<file path="config.mk">
export PLATFORM = sky130hd
export DESIGN_NAME = asp_uart
export DESIGN_NICKNAME = d
export VERILOG_FILES = /design/src/shared/asp_pkg.sv /design/src/asp_uart.sv
export SDC_FILE = /design/constraint.sdc
export NUM_CORES = 1
export LEC_CHECK = 0
export ABC_AREA = 1
export BUFFER_PORTS_ARGS = -buffer_cell sky130_fd_sc_hd__buf_2
export CORE_MARGIN = 4
export CORE_UTILIZATION = 36
export DETAILED_ROUTE_END_ITERATION = 8
export MAX_ROUTING_LAYER = met4
export PLACE_DENSITY = 0.61
export SETUP_SLACK_MARGIN = 0.15
export SYNTH_ARGS = -nofsm -noshare
export SYNTH_HDL_FRONTEND = slang
export SYNTH_SLANG_ARGS = --single-unit
</file>
<file path="constraint.sdc">
create_clock -name CLK_SYS -period 2.52 [get_ports CLK_SYS]
set_clock_uncertainty 0.1 [all_clocks]
set_input_delay 0.252 -clock CLK_SYS [delete_from_list [all_inputs] [get_ports CLK_SYS]]
set_output_delay 0.252 -clock CLK_SYS [all_outputs]
set_load 0.1 [all_outputs]
</file>
<file path="src/shared/asp_pkg.sv">
// Constants shared by the asynchronous serial port and its register map.
// Assumes a 32-bit APB host and a 50 MHz system clock.
// Summary of operation
// - Variable 8-bit mode frames: low start, eight data bits LSB first, high stop.
// - In that mode the received byte goes to the buffer, stop bit to rx_ninth_bit.
// - Variable modes run at baud generator overflow rate divided by sixteen.
// - Buffer write requests sending; start bit waits for the next bit counter rollover.
// - Transmitter sends start, data, stop; tx_done_flag rises as stop begins.
// - Receiver works only with rx_enable high, starting on a falling edge.
// - Input sampled at sixteen times bit rate; falling edge clears the bit counter.
// - Each bit is the majority of samples at counter states seven, eight, nine.
// - A start bit sampled high aborts reception and rearms edge detection.
// - 8-bit mode accepts a frame only if rx_done_flag clear and stop or filter off.
// - After each frame watch for an edge; software clears rx_done_flag first.
// - 9-bit modes frame: start, eight data LSB first, ninth bit, high stop.
// - Buffer write in 9-bit modes copies tx_ninth_bit into the ninth shift position.
// - Fixed 9-bit mode sets tx_done_flag at the eleventh rollover after the write.
// - Fixed 9-bit mode bit rate is clock/64, or clock/32 with baud_double_select.
// - 9-bit modes drop stop; accept if flag clear and filter off or addressed.
// - Variable 9-bit mode uses 9-bit framing with the dedicated baud generator.
// - Baud generator: 15-bit up counter reloaded, overflowing every 32768-reload clocks.
// - Variable bit period is 16*(32768-reload) plus baud_fine_adjust clocks.
// - Shift mode rate is clock/12, or clock/4 with multiproc_enable set.
// - With multiproc_enable in 9-bit modes only ninth-bit-one frames raise the flag.
// - Mode field 01 is 8-bit variable, 10 is 9-bit fixed, 11 is 9-bit variable.
// - Given address compares only masked bits; broadcast is OR of both, zeros ignored.
// - Address and mask reset to zero so every address matches.
package asp_pkg;
	localparam logic [7:0] OFS_CTRL  = 8'h00;
	localparam logic [7:0] OFS_DATA  = 8'h04;
	localparam logic [7:0] OFS_BAUD  = 8'h08;
	localparam logic [7:0] OFS_FINE  = 8'h0c;
	localparam logic [7:0] OFS_PCTL  = 8'h10;
	localparam logic [7:0] OFS_SLAVE = 8'h14;
	localparam logic [7:0] OFS_MASK  = 8'h18;
	// Control register field positions
	localparam int B_MODE_HI = 7;
	localparam int B_MODE_LO = 6;
	localparam int B_MPE     = 5;
	localparam int B_RXEN    = 4;
	localparam int B_TX9     = 3;
	localparam int B_RX9     = 2;
	localparam int B_TXDONE  = 1;
	localparam int B_RXDONE  = 0;
	localparam logic [7:0]  CTRL_RST  = 8'h00;
	localparam logic [14:0] BAUD_RST  = 15'h0000;
	localparam logic [7:0]  ADDR_RST  = 8'h00;
	localparam logic [1:0]  MODE_SHIFT = 2'h0;
	localparam logic [1:0]  MODE_VAR8  = 2'h1;
	localparam logic [1:0]  MODE_FIX9  = 2'h2;
	localparam logic [1:0]  MODE_VAR9  = 2'h3;
	// Timing: oversampling and fixed dividers, in system clocks
	localparam int OVERSAMPLE = 16;
	localparam int FIX_SLOW   = 64;
	localparam int FIX_FAST   = 32;
	localparam logic [1:0] FIX_SLOW_TICK = 2'((FIX_SLOW / OVERSAMPLE) - 1);
	localparam logic [1:0] FIX_FAST_TICK = 2'((FIX_FAST / OVERSAMPLE) - 1);
	localparam logic [3:0] SHIFT_SLOW = 4'(12 - 1);
	localparam logic [3:0] SHIFT_FAST = 4'(4 - 1);
	localparam logic [3:0] CNT_LAST = 4'(OVERSAMPLE - 1);
	localparam logic [3:0] SMP_A = 4'h7;
	localparam logic [3:0] SMP_B = 4'h8;
	localparam logic [3:0] SMP_C = 4'h9;
	localparam logic [14:0] BAUD_MAX = 15'h7fff;
	typedef enum logic [1:0] {TX_IDLE, TX_WAIT, TX_SEND} asp_tx_type;
	typedef enum logic {RX_IDLE, RX_BITS} asp_rx_type;
endpackage

</file>
<file path="src/asp_uart.sv">
// Asynchronous serial port: baud generation, transmitter, receiver and APB registers.
// Assumes an APB master on CLK_SYS and a remote serial transceiver on the pins.
//
// Our own choices: the address map and the APB slave port.
`timescale 1ns/1ps
`default_nettype none
module asp_uart #(
	parameter int FINE_W = 4
) (
	input  wire logic        CLK_SYS,
	input  wire logic        SYS_RST,
	input  wire logic        PSEL,
	input  wire logic        PENABLE,
	input  wire logic        PWRITE,
	input  wire logic [7:0]  PADDR,
	input  wire logic [31:0] PWDATA,
	output logic      [31:0] PRDATA,
	output logic             PREADY,
	output logic             PSLVERR,
	input  wire logic        SERIAL_IN,
	output logic             SERIAL_OUT,
	output logic             SHIFT_STROBE
);
	import asp_pkg::*;

	logic [7:0]        ctrl_ff;
	logic [7:0]        rx_buf_ff;
	logic [14:0]       reload_ff;
	logic [FINE_W-1:0] fine_ff;
	logic              dbl_ff;
	logic [7:0]        own_addr_ff;
	logic [7:0]        mask_ff;
	logic [31:0]       rdata_ff;
	logic [1:0]        mode;
	logic              nine;
	logic              wr;
	logic              mapped;
	logic              tx_set;
	logic              rx_load;
	logic              rx_ninth;

	// Match test; reset values make every byte match
	function automatic logic addr_match(input logic [7:0] b, input logic [7:0] a, input logic [7:0] m);
		logic given;
		logic bcast;
		given = ((b ^ a) & m) == 8'h00;
		bcast = ((~b) & (a | m)) == 8'h00;
		return given | bcast;
	endfunction

	assign mode = ctrl_ff[B_MODE_HI:B_MODE_LO];
	assign nine = mode[1];
	assign wr = PSEL & PENABLE & PWRITE;
	assign mapped = (PADDR == OFS_CTRL) | (PADDR == OFS_DATA) | (PADDR == OFS_BAUD) | (PADDR == OFS_FINE)
		| (PADDR == OFS_PCTL) | (PADDR == OFS_SLAVE) | (PADDR == OFS_MASK);
	// Zero wait states; unmapped access answers with an error
	assign PREADY = 1'b1;
	assign PSLVERR = PSEL & PENABLE & ~mapped;
	assign PRDATA = rdata_ff;

	// Control bits; hardware set wins over a clearing write
	always_ff @(posedge CLK_SYS) begin
		if (SYS_RST) begin
			ctrl_ff <= CTRL_RST;
		end else begin
			if (wr && PADDR == OFS_CTRL) begin
				ctrl_ff <= PWDATA[7:0];
			end
			if (tx_set) begin
				ctrl_ff[B_TXDONE] <= 1'b1;
			end
			if (rx_load) begin
				ctrl_ff[B_RXDONE] <= 1'b1;
				ctrl_ff[B_RX9] <= rx_ninth;
			end
		end
	end

	// Baud, address and option registers
	always_ff @(posedge CLK_SYS) begin
		if (SYS_RST) begin
			reload_ff <= BAUD_RST;
			fine_ff <= '0;
			dbl_ff <= 1'b0;
			own_addr_ff <= ADDR_RST;
			mask_ff <= ADDR_RST;
		end else if (wr) begin
			case (PADDR)
				OFS_BAUD: reload_ff <= PWDATA[14:0];
				OFS_FINE: fine_ff <= PWDATA[FINE_W-1:0];
				OFS_PCTL: dbl_ff <= PWDATA[0];
				OFS_SLAVE: own_addr_ff <= PWDATA[7:0];
				OFS_MASK: mask_ff <= PWDATA[7:0];
				default: ;
			endcase
		end
	end

	// Read data registered at the setup phase, stable through access
	always_ff @(posedge CLK_SYS) begin
		if (SYS_RST) begin
			rdata_ff <= 32'h0;
		end else if (PSEL && !PENABLE) begin
			case (PADDR)
				OFS_CTRL: rdata_ff <= {24'h0, ctrl_ff};
				OFS_DATA: rdata_ff <= {24'h0, rx_buf_ff};
				OFS_BAUD: rdata_ff <= {17'h0, reload_ff};
				OFS_FINE: rdata_ff <= 32'(fine_ff);
				OFS_PCTL: rdata_ff <= {31'h0, dbl_ff};
				OFS_SLAVE: rdata_ff <= {24'h0, own_addr_ff};
				OFS_MASK: rdata_ff <= {24'h0, mask_ff};
				default: rdata_ff <= 32'h0;
			endcase
		end
	end

	// Oversample tick: 15-bit generator plus fine stretch, or fixed prescaler
	logic [14:0]       bgen_ff;
	logic [3:0]        sub_ff;
	logic [FINE_W-1:0] fcnt_ff;
	logic [1:0]        pre_ff;
	logic              ovf;
	logic              stretch;
	logic              tick;
	assign ovf = bgen_ff == BAUD_MAX;
	assign stretch = ovf && sub_ff == CNT_LAST && fcnt_ff != fine_ff;
	assign tick = (mode == MODE_FIX9) ? (pre_ff == (dbl_ff ? FIX_FAST_TICK : FIX_SLOW_TICK))
		: (mode[0] & ovf & ~stretch);

	always_ff @(posedge CLK_SYS) begin
		if (SYS_RST) begin
			bgen_ff <= BAUD_RST;
			sub_ff <= 4'h0;
			fcnt_ff <= '0;
		end else if (ovf) begin
			// Stretch the last sixteenth by fine clocks for single-clock resolution
			if (stretch) begin
				fcnt_ff <= fcnt_ff + 1'b1;
			end else begin
				bgen_ff <= reload_ff;
				sub_ff <= sub_ff + 4'h1;
				fcnt_ff <= '0;
			end
		end else begin
			bgen_ff <= bgen_ff + 15'h1;
		end
	end

	always_ff @(posedge CLK_SYS) begin
		if (SYS_RST || tick || mode != MODE_FIX9) begin
			pre_ff <= 2'h0;
		end else begin
			pre_ff <= pre_ff + 2'h1;
		end
	end

	// Shift-mode rate strobe; framing of that mode is not built here
	logic [3:0] m0_ff;
	logic       strobe_ff;
	always_ff @(posedge CLK_SYS) begin
		if (SYS_RST || mode != MODE_SHIFT) begin
			m0_ff <= 4'h0;
			strobe_ff <= 1'b0;
		end else begin
			strobe_ff <= m0_ff == (ctrl_ff[B_MPE] ? SHIFT_FAST : SHIFT_SLOW);
			m0_ff <= strobe_ff ? 4'h1 : m0_ff + 4'h1;
		end
	end
	assign SHIFT_STROBE = strobe_ff;

	// Transmitter: bit times follow its own divide-by-16 counter, not the write
	asp_tx_type  tx_st_ff;
	logic [3:0]  tx_cnt_ff;
	logic [3:0]  tx_bit_ff;
	logic [8:0]  tx_sh_ff;
	logic        out_ff;
	logic        tx_roll;
	logic [3:0]  tx_last;
	assign tx_roll = tick && tx_cnt_ff == CNT_LAST;
	assign tx_last = nine ? 4'd10 : 4'd9;
	assign tx_set = tx_st_ff == TX_SEND && tx_roll && tx_bit_ff + 4'd1 == tx_last;

	always_ff @(posedge CLK_SYS) begin
		if (SYS_RST) begin
			tx_cnt_ff <= 4'h0;
		end else if (tick) begin
			tx_cnt_ff <= tx_cnt_ff + 4'h1;
		end
	end

	always_ff @(posedge CLK_SYS) begin
		if (SYS_RST) begin
			tx_st_ff <= TX_IDLE;
			tx_bit_ff <= 4'h0;
			tx_sh_ff <= 9'h1ff;
			out_ff <= 1'b1;
		end else begin
			case (tx_st_ff)
				TX_IDLE: begin
					if (wr && PADDR == OFS_DATA && mode != MODE_SHIFT) begin
						tx_sh_ff <= {ctrl_ff[B_TX9] | ~nine, PWDATA[7:0]};
						tx_st_ff <= TX_WAIT;
					end
				end
				TX_WAIT: begin
					if (tx_roll) begin
						out_ff <= 1'b0;
						tx_bit_ff <= 4'h0;
						tx_st_ff <= TX_SEND;
					end
				end
				TX_SEND: begin
					if (tx_roll) begin
						tx_bit_ff <= tx_bit_ff + 4'h1;
						if (tx_bit_ff == tx_last) begin
							tx_st_ff <= TX_IDLE;
						end else if (tx_bit_ff + 4'd1 == tx_last) begin
							out_ff <= 1'b1;
						end else begin
							out_ff <= tx_sh_ff[tx_bit_ff];
						end
					end
				end
				default: tx_st_ff <= TX_IDLE;
			endcase
		end
	end
	assign SERIAL_OUT = out_ff;

	// Input synchroniser; the first stage feeds only the second
	logic rx_m_ff;
	logic rx_s_ff;
	logic rx_d_ff;
	always_ff @(posedge CLK_SYS) begin
		if (SYS_RST) begin
			rx_m_ff <= 1'b1;
			rx_s_ff <= 1'b1;
			rx_d_ff <= 1'b1;
		end else begin
			rx_m_ff <= SERIAL_IN;
			rx_s_ff <= rx_m_ff;
			rx_d_ff <= rx_s_ff;
		end
	end

	// Receiver: edge-aligned counter, 2-of-3 vote per bit
	asp_rx_type rx_st_ff;
	logic [3:0] rx_cnt_ff;
	logic [3:0] rx_bit_ff;
	logic [8:0] rx_sh_ff;
	logic [1:0] smp_ff;
	logic       fall;
	logic       vote;
	logic       decide;
	logic       rx_on;
	logic       accept;
	logic [3:0] rx_last;
	assign rx_on = ctrl_ff[B_RXEN] && mode != MODE_SHIFT;
	assign fall = rx_d_ff & ~rx_s_ff;
	assign vote = (smp_ff[0] & smp_ff[1]) | (smp_ff[0] & rx_s_ff) | (smp_ff[1] & rx_s_ff);
	assign decide = rx_st_ff == RX_BITS && tick && rx_cnt_ff == SMP_C;
	assign rx_last = nine ? 4'd10 : 4'd9;
	assign rx_ninth = nine ? rx_sh_ff[8] : vote;
	assign accept = !ctrl_ff[B_RXDONE] && (!ctrl_ff[B_MPE]
		|| (nine ? (rx_sh_ff[8] && addr_match(rx_sh_ff[7:0], own_addr_ff, mask_ff)) : vote));
	assign rx_load = decide && rx_bit_ff == rx_last && accept;

	always_ff @(posedge CLK_SYS) begin
		if (SYS_RST || !rx_on) begin
			rx_st_ff <= RX_IDLE;
			rx_cnt_ff <= 4'h0;
			rx_bit_ff <= 4'h0;
			smp_ff <= 2'h3;
		end else if (rx_st_ff == RX_IDLE) begin
			if (fall) begin
				rx_st_ff <= RX_BITS;
				rx_cnt_ff <= 4'h0;
				rx_bit_ff <= 4'h0;
			end
		end else if (tick) begin
			rx_cnt_ff <= rx_cnt_ff + 4'h1;
			if (rx_cnt_ff == SMP_A) begin
				smp_ff[0] <= rx_s_ff;
			end
			if (rx_cnt_ff == SMP_B) begin
				smp_ff[1] <= rx_s_ff;
			end
			if (decide) begin
				if (rx_bit_ff == 4'h0 && vote) begin
					rx_st_ff <= RX_IDLE;
				end else if (rx_bit_ff == rx_last) begin
					rx_st_ff <= RX_IDLE;
				end else begin
					rx_bit_ff <= rx_bit_ff + 4'h1;
				end
			end
		end
	end

	// Data bits by index; stop bit of 9-bit frames is never stored
	always_ff @(posedge CLK_SYS) begin
		if (SYS_RST) begin
			rx_sh_ff <= 9'h0;
			rx_buf_ff <= 8'h0;
		end else begin
			if (decide && rx_bit_ff != 4'h0 && rx_bit_ff != rx_last) begin
				rx_sh_ff[rx_bit_ff - 4'h1] <= vote;
			end
			if (rx_load) begin
				rx_buf_ff <= rx_sh_ff[7:0];
			end
		end
	end
endmodule
`default_nettype wire

</file>
==> impl.org, run 1 <==
** Clock tree
- Number of H-tree levels :: 4
- In this run, CTS created clock tree buffers numbering 17.
- Clock buffer depth :: 2
- Buffer cell driving the clock tree root :: clkbuf_16
- Clock insertion delay at the later pin of the skew report :: 420 ps
- Clock-pin slew on the worst setup and hold paths :: 60 ps
- Clock tree from TritonCTS :: yes
- TritonCTS Sinks :: between 100 and 150

** Global routing
- For this run, the total global-route usage over all layers was measured as 16.7%.
- Global routing finished with a remaining overflow of 0.
- Pin count of the biggest net entering global routing :: 76
- The number of antenna violations at the first check in global routing is 0.
- Via count of the first global-routing pass :: 5560
- The first global-routing pass estimated 28300 µm of wire.

** Yosys
- By area the synthesized netlist is led by dfxtp_1, nand2_1, a21oi_1.
- Average footprint of a synthesized cell :: 7.16 µm²
- The largest total area in the synthesized netlist belongs to dfxtp_1.
- Portion of synthesized cell area occupied by the leading cell type :: 40.7%
- Unique masters post-synth :: 43
- Flip-flop and latch count after synthesis :: 140
- Most used flip-flop cell after synthesis :: dfxtp_1
- XOR/XNOR Fraction of Synth Area :: under 10%
- For this run, asynchronously set or reset flops after synthesis account for 0%.
- The Yosys step of the flow raised 0 warnings.
- Of the total synthesized cell area, the portion taken by full adders, half adders and majority gates is 2.72%.
- Share of synthesized area spent on multiplexers :: 0%
- Yosys mapped a number of flops with a built-in enable equal to 0.
- Seq/Total Area, Yosys :: between 40% and 50%
- Summing the areas of all compound-gate instances in the mapped netlist gives about a fifth of the synthesized area.
- Area fraction in and, or, nand and nor cells after synthesis :: 24.4%
- Dominant combinational cell family by area after synthesis :: simple AND/OR/NAND/NOR gates
- Number of cells produced by synthesis :: slightly below 1000
- Post-Synthesis Cell Area :: 0.00689 mm²

** Critical path
- The worst register-to-register path begins at bgen_ff[0]$_SDFFE_PP0P_.
- Kind of start point of the critical path :: register
- CP top delay family :: simple AND/OR/NAND/NOR gates
- Counting cells, the worst reg-to-reg path comes to 12.
- Worst Setup SP :: bgen_ff[0]$_SDFFE_PP0P_
- Setup crit end kind :: register
- Buffers plus inverters on the worst setup path :: 2
- Largest stage delay on the critical path :: 370 ps
- Kind of critical path :: reg -> reg
- In this run the critical register-to-register path is captured at rx_buf_ff[3]$_SDFFE_PP0P_.
- STA puts the critical path data required time at 2730 ps.
- Data arrival time of the worst path :: around 2400 ps
- Walking the worst path, the cells encountered are ha_1 -> nand3_2 -> inv_1 -> nand2_1 -> nor2_4 -> nand3_2 -> nand2_8 -> nand3_4 -> nor2_4 -> inv_4 -> nor2_1 -> nor2_1.
- Biggest fanout along the worst timing path :: 11
- The largest individual stage delay along the critical path comes from the cell dfxtp_1.
- Internal reg-to-reg setup slack :: 370 ps

** Cells and area
- Sequential standard cell area :: 0.00280 mm²
- 0 antenna diodes ended up in the layout.
- Summing all multi-input logic gate instances after layout gives 0.00347 mm².
- Final-stage net count :: ~1100
- In the final layout, the share of cells above drive strength 1 is about an eighth.
- Number of fillers in the final layout :: 1923
- After the flow finishes, the layout carries non-filler instances totaling 1265.
- The area growth from synthesis to layout is 15.6%.

** Power and ir drop
- Switching power total :: 0.00130 W
- The clock network burns 48.0% of the power.
- Pleak :: approximately 3.3 nW
- Switching share of power :: 26.2%
- P_int :: 0.00366 W
- Sequential share of power :: 45.2%
- Worst supply voltage drop on vdd :: around 0.0003 V
- In this run, the combinational gates consume between 6 and 7% of the power.
- PD cells :: 623 mW/mm²

** Place
- Total of buffers placed on input and output ports :: 46
- Once placement completed, the tool counted placed cells totaling 1225.
- At the end of routability-driven placement, the weighted congestion stood at about 0.9.
- Detailed placer's ending HPWL :: ~13000 µm

** Routing
- After detailed routing, the average wire length per cell comes to 13.6 µm.
- Detail Route Antenna Nets :: 0
- After detailed routing, the number of vias per cell comes to 4.87.
- In the routed design, unresolved DRC markers number 0.
- DRT Pass-1 Iters :: 5
- Routed wire length :: about 17000 µm
- The final route contains 6159 vias.
- Iter 0 DRT Violations :: around 520

** Hold path
- For hold timing, the worst endpoint is reload_ff[11]$_SDFFE_PP0P_.
- Launch instance of the worst min-delay path :: PWDATA[11]
- The worst hold path was traced through 3 stages.
- Type of the most critical hold path :: in -> reg

** Floorplanning
- The initialized floorplan defines 50 standard-cell rows.
- For this design the top-level I/O count stands at 82.
- The die is 146 µm wide.
- Floorplan Core Area :: 0.0188 mm²
- Effective utilization at floorplan :: 36.7%
- Die Height :: about 150 µm
- The die covers about 0.021 mm².

** Timing
- The smallest clock period supported by the final layout is computed as 2150 ps.
- For the pin with the worst max-slew slack, the measured transition is around 550 ps.
- Final number of setup-violating endpoints :: 0
- Unrepaired setup endpoints after global routing :: false
- Adding up every negative setup slack in the final design gives 0 ps.
- Derived from the worst setup path, the maximum achievable clock frequency is 0.465 GHz.
- The worst pin sits at a relative slew slack of 63.0%.
- The final critical path takes up 85.4% of the cycle.
- Count of endpoints failing hold in the final timing report :: 0
- Max-slew violation count :: 0

** Run status
- Result of the run :: finished, final reports clean

** Run
- Max-capacitance violation count :: 0
## cell usage after synthesis, types with 3 or more instances
cell / instances
nor2_4: 7
clkinv_1: 4
nand3_2: 3
buf_2: 5
a21oi_1: 112
inv_1: 103
nor2_1: 101
buf_4: 20
nand2_2: 3
nand3_1: 54
inv_2: 5
o22ai_1: 8
ha_1: 15
or2_2: 6
nor3_1: 8
nor2_2: 5
clkbuf_1: 20
xor2_1: 13
nand2_1: 172
a211oi_1: 3
nand4_1: 5
o211ai_1: 9
a31oi_1: 4
o31ai_1: 6
dfxtp_1: 140
o21ai_0: 100
xnor2_1: 8
## cells by family after synthesis
family	after synthesis
AOI/OAI and AO/OA	250
xor gates and xnor gates	21
adders and majority gates	15
buffers and inverters	160
DFF	140
other	2
and+or+nand+nor	375
## cells in the final DEF (no fill, tap or decap), types with 5 or more instances in the layout
master,instances
inv_1,103
o211ai_1,9
nand4_1,5
nor2_4,8
xnor2_1,8
buf_2,46
nand2_1,172
nand3_1,53
or2_2,6
inv_2,6
a21oi_1,112
ha_1,15
clkbuf_16,17
xor2_1,13
buf_4,15
nor2_1,101
nor3_1,8
o31ai_1,6
o21ai_0,99
o22ai_1,8
dfxtp_1,140
conb_1,18
## power by group through the flow
stage,registers [W],clock network [W],logic (W)
after floorplan,0.00234,0,0.000243
after global placement,0.00229,0,0.000335
after detailed placement,0.00229,0,0.000336
after CTS,0.00224,0.00244,0.000341
after global routing,0.00224,0.00254,0.000366
final,0.00224,0.00238,0.000342
## worst max-delay path by stage
stage | to | slack (ps) | cells past startpoint
final | rx_buf_ff[3]$_SDFFE_PP0P_ | 370 | 12
after floorplan | PSLVERR | 440 | 4
after global placement | rx_buf_ff[3]$_SDFFE_PP0P_ | 340 | 12
after global routing | tx_bit_ff[2]$_SDFFE_PP0P_ | 180 | 13
after CTS | rx_buf_ff[3]$_SDFFE_PP0P_ | 300 | 12
after detailed placement | rx_buf_ff[3]$_SDFFE_PP0P_ | 320 | 12
## metrics by stage
stage | worst slack, ps | utilization (%) | hold slack (ps) | total power (W) | area [µm²]
6_report | 367 | 42.5 | 18.2 | 0.00497 | 7970
5_1_grt | 178 | 42.5 | 31.1 | 0.00515 | 7970
4_1_cts | 300 | 42.2 | 4.74 | 0.00502 | 7920
3_5_place_dp | 321 | 39.0 | 298 | 0.00263 | 7320
3_3_place_gp | 339 | 39.0 | 296 | 0.00263 | 7320
2_1_floorplan | 442 | - | 256 | 0.00258 | 6950
## state kept, by name, indices dropped and copies added (netlist names), 8 cells and up
register and cells:
reload_ff 15, mask_ff 8, bgen_ff 15, rx_sh_ff 9, own_addr_ff 8, rx_buf_ff 8
tx_sh_ff 9, ctrl_ff 8, PRDATA 15
## cell type report
type / instances / share of cell area, %
clock inverter: 15 / 1.76
tap: 234 / 3.67
sequential: 140 / 35.2
timing repair buffer: 66 / 5.05
clock buffer: 17 / 5.34
inverter: 114 / 5.43
multi-input combinational: 679 / 43.6
## metal layers
metal	vias to the layer above	part of all wire [%]	track usage (%)	wire [µm]
met1	2761	48	22.1	8220
met4	0	2.1	5.93	363
met2	133	46	25.2	7860
met5	-	0	-	0
li1	3240	-	-	-
met3	25	4.7	3.66	807
## timing repair
item | CTS | global route
buffers inserted | 0 | 4
hold endpoints to repair | 4 | 0
hold buffers | 4 | 0
resized for setup | 0 | 4
endpoints found under the setup margin | 0 | 19
## tightest hold or removal path: cells and delay by family
kind / cells / cell delay [ps]
compound gates: 2 / 170
buf+inv: 1 / 70
Note: power is estimated with default switching activity, not from simulation.
==> inputs of run 2 (changes only) <==
==> constraint.sdc (replaced) <==
create_clock -name CLK_SYS -period 2.52 [get_ports CLK_SYS]
set_clock_uncertainty 0.1 [all_clocks]
set_input_delay 0.504 -clock CLK_SYS [delete_from_list [all_inputs] [get_ports CLK_SYS]]
set_output_delay 0.504 -clock CLK_SYS [all_outputs]
set_load 0.1 [all_outputs]
==> impl.org, run 2 (synthesis gave the netlist of run 1 again) <==
** Global routing
- Pin count of the biggest net entering global routing :: 65
- GR Util All Layers :: 16.9%
- Global-route congestion overflow total :: 0
- The number of antenna violations at the first check in global routing is 0.
- First-pass GRT wire length :: around 29000 µm
- Via count of the first global-routing pass :: roughly 5700

** Hold path
- Number of cells on the worst hold path :: 2
- Type of the most critical hold path :: in -> reg
- For hold timing, the worst endpoint is rx_m_ff$_SDFF_PP1_.
- The startpoint identified for the worst hold timing path is SERIAL_IN.

** Floorplanning
- The die is roughly 150 µm tall.
- The die is 146 µm wide.
- The core region is about 0.019 mm².
- Pin placement for this block handled just over 80 I/O pins.
- Effective utilization at floorplan :: between 30% and 40%
- After floorplanning, the core was divided into 50 placement rows.
- The die covers between 0.02 and 0.025 mm².

** Clock tree
- TritonCTS Sinks :: 140
- TritonCTS built the clock tree.
- Clock insertion delay at the later pin of the skew report :: between 400 and 500 ps
- Number of H-tree levels :: 4
- Clock buffer depth :: 2
- The number of clock buffers added by TritonCTS is 17.
- Once the clock tree was built, the setup fixing pass inserted 0 buffers.
- Count of hold-fix buffers inserted at cts :: 0
- Clock-pin slew was measured on the worst setup and hold paths at around 60 ps.
- The number of gates resized after CTS was 0.
- The tree is rooted in a clkbuf_16.

** Timing
- Summed negative setup slack over all endpoints :: 0 ps
- Setup violations remaining at the end of the flow were counted as 0.
- Dividing the final minimum period by the clock period gives 85.2%.
- The final number of max-transition violations was 0.
- Count of endpoints failing hold in the final timing report :: 0
- Max Clk Rate :: 0.466 GHz
- Tightest Pin Transition :: ~520 ps
- Worst max-slew margin expressed relative to the limit :: 65.4%
- Final critical-path required period :: 2150 ps
- Unrepaired setup endpoints after global routing :: false

** Critical path
- Kind of start point of the critical path :: register
- Data on the critical path arrives at its endpoint at 2350 ps.
- Crit path required time :: 2730 ps
- Launching point of the worst reg2reg path :: bgen_ff[0]$_SDFFE_PP0P_
- Setup crit end kind :: register
- The setup path with the least slack is of type reg -> reg.
- In this run the critical register-to-register path is captured at bgen_ff[8]$_SDFFE_PP0P_.
- For the worst flop-to-flop path, the logic depth is 11.
- Along the worst path, the maximum fanout reaches 14.
- Across all register-to-register paths, the minimum setup slack is 370 ps.

** Power and ir drop
- Clock Power Share :: 48.7%
- Switching power total :: roughly 0.0013 W
- IR analysis of the VDD net gives a maximum drop of 0.000344 V.
- Cell internal power was estimated by the tool at 0.00375 W.
- Switching share of power :: between 20 and 30%
- Comb pwr share :: 6.8%
- Summing internal, switching and leakage power gives ~0.0050 W.
- Per report_power, the sequential group accounts for 44.6% of the total.
- The analysis attributes to cell leakage a power of 3.33 nW.
- Dividing total power by cell area gives a power density of 634 mW/mm².

** Cells and area
- Area added between synthesis and finish :: 15.3%
- In the layout the commonest cells are nand2_1, dfxtp_1, a21oi_1, inv_1.
- The repair_antennas step left the layout with diodes totalling 0.
- Leaving out fill and tap cells, the most frequent cell in the layout is nand2_1.
- Fraction of final layout cells with drive strength greater than 1 :: 13.3%
- Summing all non-filler instances in the final layout gives an area of 0.00794 mm².
- At the end of the flow, the number of nets in the layout was about 1100.

** Routing
- Vias per inst :: 4.90
- For this run, design rule violations remaining after detail routing come to 0.
- Total vias in the final route :: 6195
- The first detailed-routing pass ran for 5 iterations.
- Detail Route Antenna Nets :: 0
- In the final routed layout, each cell accounts on average for 13.8 µm.
- Iter 0 DRT Violations :: approximately 440
- Routed wire length :: 17500 µm

** Place
- Total of buffers placed on input and output ports :: 46
- Area after DPL :: 0.00736 mm²
- Detailed placer's ending HPWL :: 12900 µm
- The congestion estimate from routability-driven global placement came to slightly below 0.9.

** Run
- Across the run, the number of max-cap violations was 0.

** Run status
- Result of the run :: finished, final reports clean
[run 2: cell types whose count changed in the layout (fill, tap and decap cells not counted), sizes merged]
cell / delta
buf: +3
bufinv: +1
clkinvlp: -1
dlygate4sd3: -4
inv: -1
[run 2: per-stage QoR]
stage / util (%) / cells / hold WS (ps) / setup WS [ps]
final: 42.3 / 1263 / 170 / 373
after global routing: 42.3 / 1263 / 170 / 146
after CTS: 42.2 / 1261 / 162 / 346
after detailed placement: 39.2 / 1230 / 295 / 286
after floorplan: - / 979 / 289 / 393
after global placement: 39.2 / 1230 / 294 / 325
[run 2: how the worst max path moves through the flow]
| stage | startpoint | endpoint | slack, ps | cells past startpoint |
|---|---|---|---|---|
| 2_1_floorplan | PADDR[0] | PSLVERR | 390 | 4 |
| 3_3_place_gp | PADDR[7] | PRDATA[6]$_SDFFE_PP0P_ | 330 | 8 |
| 4_1_cts | bgen_ff[0]$_SDFFE_PP0P_ | bgen_ff[9]$_SDFFE_PP0P_ | 350 | 13 |
| 6_report | bgen_ff[0]$_SDFFE_PP0P_ | bgen_ff[8]$_SDFFE_PP0P_ | 370 | 11 |
| 5_1_grt | bgen_ff[0]$_SDFFE_PP0P_ | bgen_ff[8]$_SDFFE_PP0P_ | 150 | 11 |
| 3_5_place_dp | PADDR[7] | PRDATA[6]$_SDFFE_PP0P_ | 290 | 8 |
[run 2: layout make-up]
cell class	count	area, µm²
Fill cell	1969	10800
Multi-Input combinational cell	679	3460
Sequential cell	140	2800
Inverter	114	433
Clock buffer	17	425
Timing Repair Buffer	65	385
Tap cell	234	293
Clock inverter	14	146
[run 2: worst max-delay path, stage by stage (launching register included)]
cell	delay, ps
dfxtp_1	370
ha_1	200
nand3_1	150
inv_1	80
nand2_1	90
nor2_4	130
buf_4	190
inv_4	110
nor2_2	230
inv_2	130
o221ai_1	180
inv_1	70
[run 2: metal layers]
metal,vias to the layer above,share of wire (%),track usage [%]
met2,125,45,25.7
met4,0,3.2,7.71
met3,38,4.4,3.66
li1,3240,-,-
met1,2792,47,21.7
met5,-,0,-
[run 2: power groups by stage]
stage / Sequential, W / Clock [W] / Combinational, W
2_1_floorplan: 0.00234 / 0 / 0.000243
4_1_cts: 0.00224 / 0.00249 / 0.000341
5_1_grt: 0.00224 / 0.00259 / 0.000364
3_3_place_gp: 0.00229 / 0 / 0.000339
3_5_place_dp: 0.00229 / 0 / 0.000340
6_report: 0.00224 / 0.00245 / 0.000341
